==> config.mk <==
export PLATFORM = sky130hd
export DESIGN_NAME = dms_major_state
export DESIGN_NICKNAME = d
export VERILOG_FILES = /design/src/design/dms_pkg.sv /design/src/design/dms_tag_timer.sv /design/src/design/dms_major_state.sv
export SDC_FILE = /design/constraint.sdc
export NUM_CORES = 1
export LEC_CHECK = 0
export BUFFER_PORTS_ARGS = -buffer_cell sky130_fd_sc_hd__buf_2
export CELL_PAD_IN_SITES_DETAIL_PLACEMENT = 1
export CELL_PAD_IN_SITES_GLOBAL_PLACEMENT = 2
export CORE_MARGIN = 5
export CORE_UTILIZATION = 23
export DETAILED_ROUTE_END_ITERATION = 12
export PLACE_DENSITY = 0.81
export RECOVER_POWER = 50
export SETUP_SLACK_MARGIN = 0.05
export SLEW_MARGIN = 5
export SYNTH_ARGS = -nofsm -noshare
export SYNTH_HDL_FRONTEND = slang
export SYNTH_HIERARCHICAL = 1
export SYNTH_SLANG_ARGS = --single-unit
==> constraint.sdc <==
create_clock -name i_clock -period 2.7 [get_ports i_clock]
set_clock_uncertainty 0.2 [all_clocks]
set_input_delay 0.135 -clock i_clock [delete_from_list [all_inputs] [get_ports i_clock]]
set_output_delay 0.135 -clock i_clock [all_outputs]
set_load 0.02 [all_outputs]
==> src/design/dms_pkg.sv <==
package dms_pkg;

    // Function register width and codes (3-bit function field)
    localparam int          FUNC_W          = 3;
    localparam logic [2:0]  FUNC_SEEK       = 3'h4;
    localparam logic [2:0]  FUNC_READ_ALL   = 3'h5;
    localparam logic [2:0]  FUNC_WRITE_ALL  = 3'h6;

    // Function register bit positions
    localparam int          FR_BIT0         = 0;
    localparam int          FR_BIT1         = 1;
    localparam int          FR_BIT2         = 2;

    // Sector address step that forces a head reload (octal 10 to 11)
    localparam int          SECT_W          = 4;
    localparam logic [3:0]  SECT_RELOAD_OLD = 4'h8;
    localparam logic [3:0]  SECT_RELOAD_NEW = 4'h9;

    // Clock and tag cycle timing
    localparam int          CLOCK_NS        = 100;
    localparam int          TAG_CYCLE_US    = 4;
    localparam int          TAG_CYCLE_CYC   = (TAG_CYCLE_US * 1000) / CLOCK_NS;

    // One-hot state indices
    localparam int          ST_IDLE         = 0;
    localparam int          ST_RECAL        = 1;
    localparam int          ST_SEEK         = 2;
    localparam int          ST_CLRHEAD      = 3;
    localparam int          ST_WRITE        = 4;
    localparam int          ST_INCHEAD      = 5;
    localparam int          ST_READ         = 6;
    localparam int          NUM_STATES      = 7;
    localparam logic [6:0]  STATE_RESET     = 7'h01;

    typedef enum logic [1:0] {
        TAG_IDLE,
        TAG_TIMED,
        TAG_LATCHED
    } dms_tag_type;

endpackage

==> src/design/dms_tag_timer.sv <==
`timescale 1ns/10ps
// Tag cycle completion timer: a fixed count after start, or the
// trailing edge of the held strobe for read and write.
module dms_tag_timer
#(
    parameter int CYCLES = 40
)
(
    input  wire logic i_clock,
    input  wire logic i_sys_rst,
    input  wire logic i_start,
    input  wire logic i_rw_mode,
    input  wire logic i_rw_done,
    output logic      o_restart
);
    import dms_pkg::*;

    // Refuse a count that the counter cannot serve
    if (CYCLES < 1)
    begin : g_bad_cycles
        $error("dms_tag_timer: CYCLES must be at least 1");
    end

    localparam int CW = $clog2(CYCLES + 1);

    dms_tag_type   phase_reg;
    dms_tag_type   phase_next;
    logic [CW-1:0] count_reg;
    logic [CW-1:0] count_next;
    logic          restart_next;

    wire timed_done = (count_reg == CW'(CYCLES - 1));

    always_comb
    begin
        phase_next   = phase_reg;
        count_next   = count_reg;
        restart_next = 1'b0;
        case (phase_reg)
            TAG_IDLE:
            begin
                count_next = '0;
                if (i_start)
                    phase_next = i_rw_mode ? TAG_LATCHED : TAG_TIMED;
            end
            TAG_TIMED:
            begin
                count_next = count_reg + CW'(1);
                if (timed_done)
                begin
                    phase_next   = TAG_IDLE;
                    restart_next = 1'b1;
                end
            end
            TAG_LATCHED:
            begin
                if (i_rw_done)
                begin
                    phase_next   = TAG_IDLE;
                    restart_next = 1'b1;
                end
            end
            default:
                phase_next = TAG_IDLE;
        endcase
        // A fresh start restarts the chain
        if (i_start && phase_reg != TAG_IDLE)
        begin
            phase_next = i_rw_mode ? TAG_LATCHED : TAG_TIMED;
            count_next = '0;
        end
    end

    always_ff @(posedge i_clock)
    begin
        if (i_sys_rst)
        begin
            phase_reg <= TAG_IDLE;
            count_reg <= '0;
            o_restart <= 1'b0;
        end
        else
        begin
            phase_reg <= phase_next;
            count_reg <= count_next;
            o_restart <= restart_next;
        end
    end

    // Checker-only count since the last timed start, kept apart from count_reg
    int   chk_cnt;
    logic chk_on;

    always_ff @(posedge i_clock)
    begin
        if (i_sys_rst)
        begin
            chk_on  <= 1'b0;
            chk_cnt <= 0;
        end
        else if (i_start)
        begin
            chk_on  <= !i_rw_mode;
            chk_cnt <= 0;
        end
        else if (chk_on)
        begin
            chk_cnt <= chk_cnt + 1;
            if (o_restart)
                chk_on <= 1'b0;
        end
    end
endmodule // dms_tag_timer

==> src/design/dms_major_state.sv <==
`timescale 1ns/10ps
// Behaviour
// - Seven major states are one-hot; entering one clears all others.
// - Idle-set clears every other state and sets idle.
// - Controller clear is program clear OR host power clear.
// - Job-done flag forces idle.
// - Initiate-type functions go idle on tag cycle completion.
// - Sector end with word-count overflow forces idle.
// - Read-all/write-all go idle when sector steps octal 10 to 11.
// - Read, write, write-check go idle at every sector end.
// - Recal set by recal/idle class, bit 02, idle state, initiate pulse.
// - Recal/idle class is bit01 equals bit02 with bit00 zero; blocks seek request.
// - Seek request from clear head on tag completion and cylinder mismatch.
// - Seek set directly for initiate seek function when leaving idle.
// - Execute pulse enters clear head unless idle-set wins, clearing drive head address.
// - Format write waits for sector pulse, not idle, cylinder match, index.
// - Write-all normal write waits for sector pulse in read with match.
// - Normal data write in read with match, synced to delayed bit pulse.
// - Header match flag set when header equals cylinder, head, sector.
// - Head step set in write, no index, write-all, format, sector pulse.
// - Formatting alternates write and head step, seeks, repeats clear head.
// - Read entered from clear head on tag completion with cylinder match.
// - Seek request clears sync flop; unit-ready rise re-enables seek-to-read path.
// - Tag cycle completes after 4 us, or trailing strobe for read/write.
module dms_major_state
(
    input  wire logic                        i_clock,
    input  wire logic                        i_sys_rst,
    input  wire logic [dms_pkg::FUNC_W-1:0]  i_function_code,
    input  wire logic                        i_initiate_type_function,
    input  wire logic                        i_transfer_function,
    input  wire logic                        i_initiate_pulse,
    input  wire logic                        i_execute_pulse,
    input  wire logic                        i_program_controller_clear,
    input  wire logic                        i_io_power_clear,
    input  wire logic                        i_job_done_flag,
    input  wire logic                        i_word_count_overflow,
    input  wire logic                        i_sector_end,
    input  wire logic                        i_head_address_step,
    input  wire logic                        i_format_switch,
    input  wire logic [7:0]                  i_cylinder_address_register,
    input  wire logic [7:0]                  i_drive_cylinder_position,
    input  wire logic [35:0]                 i_header_word,
    input  wire logic                        i_header_valid,
    input  wire logic [4:0]                  i_head_address_register,
    input  wire logic [dms_pkg::SECT_W-1:0]  i_sector_address_register,
    input  wire logic                        i_sector_pulse,
    input  wire logic                        i_index_pulse,
    input  wire logic                        i_selected_unit_ready,
    input  wire logic                        i_delayed_bit_timing_pulse,
    input  wire logic                        i_rw_strobe_done,
    output logic                             o_idle,
    output logic                             o_recal,
    output logic                             o_seek,
    output logic                             o_head_clear_state,
    output logic                             o_write,
    output logic                             o_head_step,
    output logic                             o_read,
    output logic                             o_header_match_flag,
    output logic                             o_tag_restart
);
    import dms_pkg::*;

    ////////////////////////////////////////////////////////////////////////////
    // Pin synchronisers: three flops, change counts when stages 2 and 3 agree

    logic [2:0] sp_sync_reg;
    logic [2:0] ix_sync_reg;
    logic [2:0] rdy_sync_reg;
    logic       sp_level_reg;
    logic       ix_level_reg;
    logic       rdy_level_reg;

    always_ff @(posedge i_clock)
    begin
        if (i_sys_rst)
        begin
            sp_sync_reg  <= 3'h0;
            ix_sync_reg  <= 3'h0;
            // Ready idles high: start there so no false rise follows reset
            rdy_sync_reg <= 3'h7;
        end
        else
        begin
            sp_sync_reg  <= {sp_sync_reg[1:0], i_sector_pulse};
            ix_sync_reg  <= {ix_sync_reg[1:0], i_index_pulse};
            rdy_sync_reg <= {rdy_sync_reg[1:0], i_selected_unit_ready};
        end
    end

    wire sp_agree  = (sp_sync_reg[1] == sp_sync_reg[2]);
    wire ix_agree  = (ix_sync_reg[1] == ix_sync_reg[2]);
    wire rdy_agree = (rdy_sync_reg[1] == rdy_sync_reg[2]);

    always_ff @(posedge i_clock)
    begin
        if (i_sys_rst)
        begin
            sp_level_reg  <= 1'b0;
            ix_level_reg  <= 1'b0;
            rdy_level_reg <= 1'b1;
        end
        else
        begin
            if (sp_agree)
                sp_level_reg <= sp_sync_reg[2];
            if (ix_agree)
                ix_level_reg <= ix_sync_reg[2];
            if (rdy_agree)
                rdy_level_reg <= rdy_sync_reg[2];
        end
    end

    wire sector_rise = sp_agree && sp_sync_reg[2] && !sp_level_reg;
    wire index_rise  = ix_agree && ix_sync_reg[2] && !ix_level_reg;
    wire ready_rise  = rdy_agree && rdy_sync_reg[2] && !rdy_level_reg;

    ////////////////////////////////////////////////////////////////////////////
    // Function decode

    logic [NUM_STATES-1:0] state_reg;
    logic [NUM_STATES-1:0] state_next;

    wire in_idle    = state_reg[ST_IDLE];
    wire in_seek    = state_reg[ST_SEEK];
    wire in_clrhead = state_reg[ST_CLRHEAD];
    wire in_write   = state_reg[ST_WRITE];
    wire in_read    = state_reg[ST_READ];
    wire normal_sw  = !i_format_switch;
    wire tag_restart;

    wire recal_idle_class = (i_function_code[FR_BIT1] == i_function_code[FR_BIT2])
                            && !i_function_code[FR_BIT0];
    wire function_is_seek = (i_function_code == FUNC_SEEK);
    wire all_function     = (i_function_code == FUNC_READ_ALL)
                            || (i_function_code == FUNC_WRITE_ALL);
    wire write_all_fn     = (i_function_code == FUNC_WRITE_ALL);
    wire cylinder_match   = (i_cylinder_address_register == i_drive_cylinder_position);

    ////////////////////////////////////////////////////////////////////////////
    // Index-seen and header-match flags

    logic index_seen_reg;
    logic header_match_reg;

    // Index seen until the next sector pulse
    always_ff @(posedge i_clock)
    begin
        if (i_sys_rst)
            index_seen_reg <= 1'b0;
        else if (index_rise)
            index_seen_reg <= 1'b1;
        else if (sector_rise)
            index_seen_reg <= 1'b0;
    end

    // header compare against cylinder, head, sector
    wire header_equal = (i_header_word[35:28] == i_cylinder_address_register)
                        && (i_header_word[27:23] == i_head_address_register)
                        && (i_header_word[21:18] == i_sector_address_register);

    // Set wins over the clear when leaving read
    always_ff @(posedge i_clock)
    begin
        if (i_sys_rst)
            header_match_reg <= 1'b0;
        else if (i_header_valid && header_equal)
            header_match_reg <= 1'b1;
        else if (!in_read)
            header_match_reg <= 1'b0;
    end

    ////////////////////////////////////////////////////////////////////////////
    // Set conditions

    wire controller_clear = i_program_controller_clear || i_io_power_clear;

    wire set_idle = controller_clear
                    || i_job_done_flag
                    || (tag_restart && i_initiate_type_function)
                    || (i_word_count_overflow && i_sector_end)
                    || (all_function && i_head_address_step)
                    || (!all_function && i_transfer_function && i_sector_end);

    wire set_recal = recal_idle_class && i_initiate_pulse
                     && i_function_code[FR_BIT2] && in_idle;

    // seek request from clear head; blocks it for recal/idle
    wire seek_request = !recal_idle_class && in_clrhead && tag_restart && !cylinder_match;

    wire direct_seek = function_is_seek && i_initiate_type_function
                       && in_idle && i_initiate_pulse;
    wire set_seek    = seek_request || direct_seek;

    wire set_clrhead = i_execute_pulse;

    wire waf_write = write_all_fn && i_format_switch && sector_rise && !in_idle
                     && cylinder_match && index_seen_reg && !in_write;
    wire wan_write = write_all_fn && normal_sw && sector_rise && in_read
                     && header_match_reg;
    wire wdn_write = !all_function && i_transfer_function && in_read
                     && header_match_reg && i_delayed_bit_timing_pulse;
    wire set_write = waf_write || wan_write || wdn_write;

    wire set_inchead = in_write && !index_seen_reg && write_all_fn
                       && i_format_switch && sector_rise;

    // sync flop blocks the seek-to-read path until ready rises
    logic ready_sync_reg;
    always_ff @(posedge i_clock)
    begin
        if (i_sys_rst)
            ready_sync_reg <= 1'b1;
        else if (seek_request)
            ready_sync_reg <= 1'b0;
        else if (ready_rise)
            ready_sync_reg <= 1'b1;
    end

    wire read_direct = !function_is_seek && !recal_idle_class && normal_sw
                       && cylinder_match && in_clrhead && tag_restart;
    // Flop already holds the ready edge; testing the edge again would miss it
    // read after seek completes
    wire read_after_seek = in_seek && normal_sw && !function_is_seek
                           && ready_sync_reg;
    wire set_read = read_direct || read_after_seek;

    ////////////////////////////////////////////////////////////////////////////
    // State register

    // one-hot next state, idle first, then priority order
    always_comb
    begin
        state_next = state_reg;
        if (set_idle)
            state_next = STATE_RESET;
        else if (set_clrhead)
            state_next = 7'h01 << ST_CLRHEAD;
        else if (set_recal)
            state_next = 7'h01 << ST_RECAL;
        else if (set_seek)
            state_next = 7'h01 << ST_SEEK;
        else if (set_read)
            state_next = 7'h01 << ST_READ;
        else if (set_inchead)
            state_next = 7'h01 << ST_INCHEAD;
        else if (set_write)
            state_next = 7'h01 << ST_WRITE;
    end

    always_ff @(posedge i_clock)
    begin
        if (i_sys_rst)
            state_reg <= STATE_RESET;
        else
            state_reg <= state_next;
    end

    // Start a tag cycle on each entry to a state other than idle; read and write hold the strobe
    wire state_entry = (state_next != state_reg) && !set_idle;
    wire rw_entry    = set_read || set_write;

    dms_tag_timer #(
        .CYCLES (TAG_CYCLE_CYC)
    ) u_tag_timer (
        .i_clock   (i_clock),
        .i_sys_rst (i_sys_rst),
        .i_start   (state_entry),
        .i_rw_mode (rw_entry && !set_clrhead && !set_seek),
        .i_rw_done (i_rw_strobe_done),
        .o_restart (tag_restart)
    );

    assign o_idle              = state_reg[ST_IDLE];
    assign o_recal             = state_reg[ST_RECAL];
    assign o_seek              = state_reg[ST_SEEK];
    assign o_head_clear_state  = state_reg[ST_CLRHEAD];
    assign o_write             = state_reg[ST_WRITE];
    assign o_head_step         = state_reg[ST_INCHEAD];
    assign o_read              = state_reg[ST_READ];
    assign o_header_match_flag = header_match_reg;
    assign o_tag_restart       = tag_restart;
endmodule // dms_major_state

==> qor.txt <==
antenna cells - 0
Worst Path Arrival - 2550 ps
Clock Pin Slew Worst Setup and Hold Paths - 60 ps
relative slew slack - 65.8%
Synth Register Bits - 31
Synthesized Nets - 306
final worst slack - 126 ps
die area - 10,200 µm²
DR vias/cell - 4.56
Max Root-Sink Buffers - 2
Port Buffers - 72
sw frac - 22.3%
final hold violations - 0
sequential share of the synthesized area - 32.5%
Post-Layout Cell Count - 417
most frequent cells after synthesis - 31 x dfxtp_1, 22 x xnor2_1, 16 x nand2_1
Num Clock Sinks - 31
worst-margin pin slew - 513 ps
Synth async-reset ratio - 0%
Routability Congestion - 0.793
syn avg cell area - 8.83 µm²
H-tree depth - 2
pre-CTS setup slack - -162 ps
fin crit period - 2570 ps
Leak Pwr - 1.12 nW
number of global-route vias before repair - 1,953
TritonCTS clock tree - yes
Int Pwr - 0.000932 W
peak supply drop - 176 µV
first-pass GRT wire length - 9.11 mm
leading area contributor after synthesis - dfxtp_1
Die W - 101 µm
Via Count - 1,902
clock share of power - 45.5%
fin nets - 401
number of synthesized flops with an enable pin - 0
drt first-iter violations - 59
area share of the largest cell type after synthesis - 32.5%
Max FO, Critical Path - 8
Worst Path Class, Setup - reg -> reg
# DRC - 0
Skew-Pair Late Insertion Delay - 290 ps
Die Ht - 101 µm
CP Launch Type - flop
WL final - 5.71 mm
share of layout cells above drive strength 1 - 38.8%
Top FF cell, synth - dfxtp_1
status - finished, final reports clean
final antenna-violating net count - 0
P_sw - 0.000268 W
Synth area leaders - dfxtp_1 33%, xnor2_1 10%, ha_1 4.6%
Root Buffer - clkbuf_8
Synth Cell Area - 1910 µm²
crit path capture type - flop
dpl hpwl - 4.41 mm
Max-cap violations - 0
row count - 33
synth warn - 6
Overflow after GRT - 0
synthesized instance count - 216
largest net degree at the start of global routing - 28
worst min path class - in -> reg
Yosys cell types - 55
Sequential Power Share - 39.2%
Crit path required time - 2680 ps
power per standard cell area - 430 nW/µm²
part of the power in combinational logic - 15.3%
Final Power - 0.00120 W
final-report setup violation count - 0
most common cell in the synthesized netlist - dfxtp_1
Initial Util - 23.5%
Num CTS Buffers - 5
fmax - 388 MHz
final max-slew violation count - 0
DR pass1 iterations - 4
Tcrit/Tclk final - 95.3%
wire per inst - 13.7 µm
Ports - 92
synthesis-to-finish area growth - 46.3%
CORE AREA - 8130 µm²
Total GRT Usage - 11.0%
RSZ-0062 raised after global routing - yes
initial antenna violation count - 0
max reg flops - 7
Placed Cells - 402
kinds of logic after synthesis:
family                     synth area share [%]
buffers and inverters                      3.08
xor gates and xnor gates                   13.3
adders and majority gates                  4.59
AOI/OAI and AO/OA                          17.6
DFF                                        32.5
muxes                                      3.21
and+or+nand+nor                            25.7
path summary, 6_finish.rpt:
path                                          from                               endpoint  slack [ps]  depth (start not counted)
setup reg to reg  u_tag_timer/o_restart$_SDFF_PP0_  u_tag_timer/phase_reg[0]$_SDFFE_PP0P_         130                          9
setup / recovery  u_tag_timer/o_restart$_SDFF_PP0_  u_tag_timer/phase_reg[0]$_SDFFE_PP0P_         130                          9
hold reg to reg         rdy_sync_reg[0]$_SDFF_PP1_             rdy_sync_reg[1]$_SDFF_PP1_         210                          1
hold / removal                    i_rw_strobe_done       u_tag_timer/o_restart$_SDFF_PP0_          80                          4
area by class of cell:
| type | count | area [µm²] |
|---|---|---|
| clock buffer | 6 | 72.6 |
| clock inverter | 2 | 60.1 |
| fill | 996 | 5340 |
| inverter | 8 | 30.0 |
| multi-input combinational | 172 | 1350 |
| sequential | 31 | 621 |
| tap | 105 | 131 |
| timing repair buffer | 93 | 524 |
what timing repair did:
item                       CTS  global route
gates resized for setup      3            21
buffers inserted             0             1
setup endpoints to repair    8             7
hold endpoints to repair     5             0
pin swaps                    1             7
hold buffers                 6             0
cell usage in the layout (no fill, tap or decap), drive strengths merged, types with 2 or more instances in the layout:
master,instances
a21oi,14
a221oi,2
a31oi,5
and2,2
and3,2
and3b,2
buf,80
bufinv,2
clkbuf,13
dfxtp,31
dlygate4sd3,6
ha,7
inv,8
mux2i,5
nand2,16
nand2b,3
nand3,4
nand3b,3
nand4,7
nor2,14
nor2b,11
nor3,9
nor4,3
o21a,2
o21ai,6
o21bai,2
o221a,2
or2,4
xnor2,22
xor2,7
metrics by stage:
| stage | TNS [ps] | utilization (%) | cell area [µm²] | hold slack [ps] |
|---|---|---|---|---|
| 2_1_floorplan | 0 | - | 1910 | 4.07 |
| 4_1_cts | 0 | 33.1 | 2690 | 74.3 |
| 3_5_place_dp | -426 | 30.5 | 2480 | 121 |
| 5_1_grt | -16.5 | 34.3 | 2790 | 123 |
| 3_3_place_gp | -38.1 | 30.5 | 2480 | 123 |
| 6_report | 0 | 34.3 | 2790 | 80.7 |
power groups by stage:
stage | logic, W | clock network [W] | registers [W]
3_5_place_dp | 0.000165 | 0 | 0.000480
3_3_place_gp | 0.000160 | 0 | 0.000480
5_1_grt | 0.000203 | 0.000589 | 0.000471
6_report | 0.000183 | 0.000546 | 0.000470
4_1_cts | 0.000173 | 0.000562 | 0.000470
2_1_floorplan | 0.0000874 | 0 | 0.000480
worst max-delay path: stages (launching register included):
cell and delay [ps]:
dfxtp_1 310, a2111o_1 390, a31oi_4 190, nand3_4 110, nor3b_4 260, mux2_4 340, o2bb2ai_4 140, a21oi_4 120
o21a_2 160, o221a_1 230
layer usage:
metal | part of all wire [%] | vias to the layer above | track usage (%)
met5 | 0 | - | 0
met4 | 1.2 | 0 | 2.86
met3 | 6.2 | 7 | 3.32
met2 | 49 | 42 | 19.1
met1 | 44 | 891 | 13.2
li1 | - | 962 | -
Power figures use the tool's default switching activity.
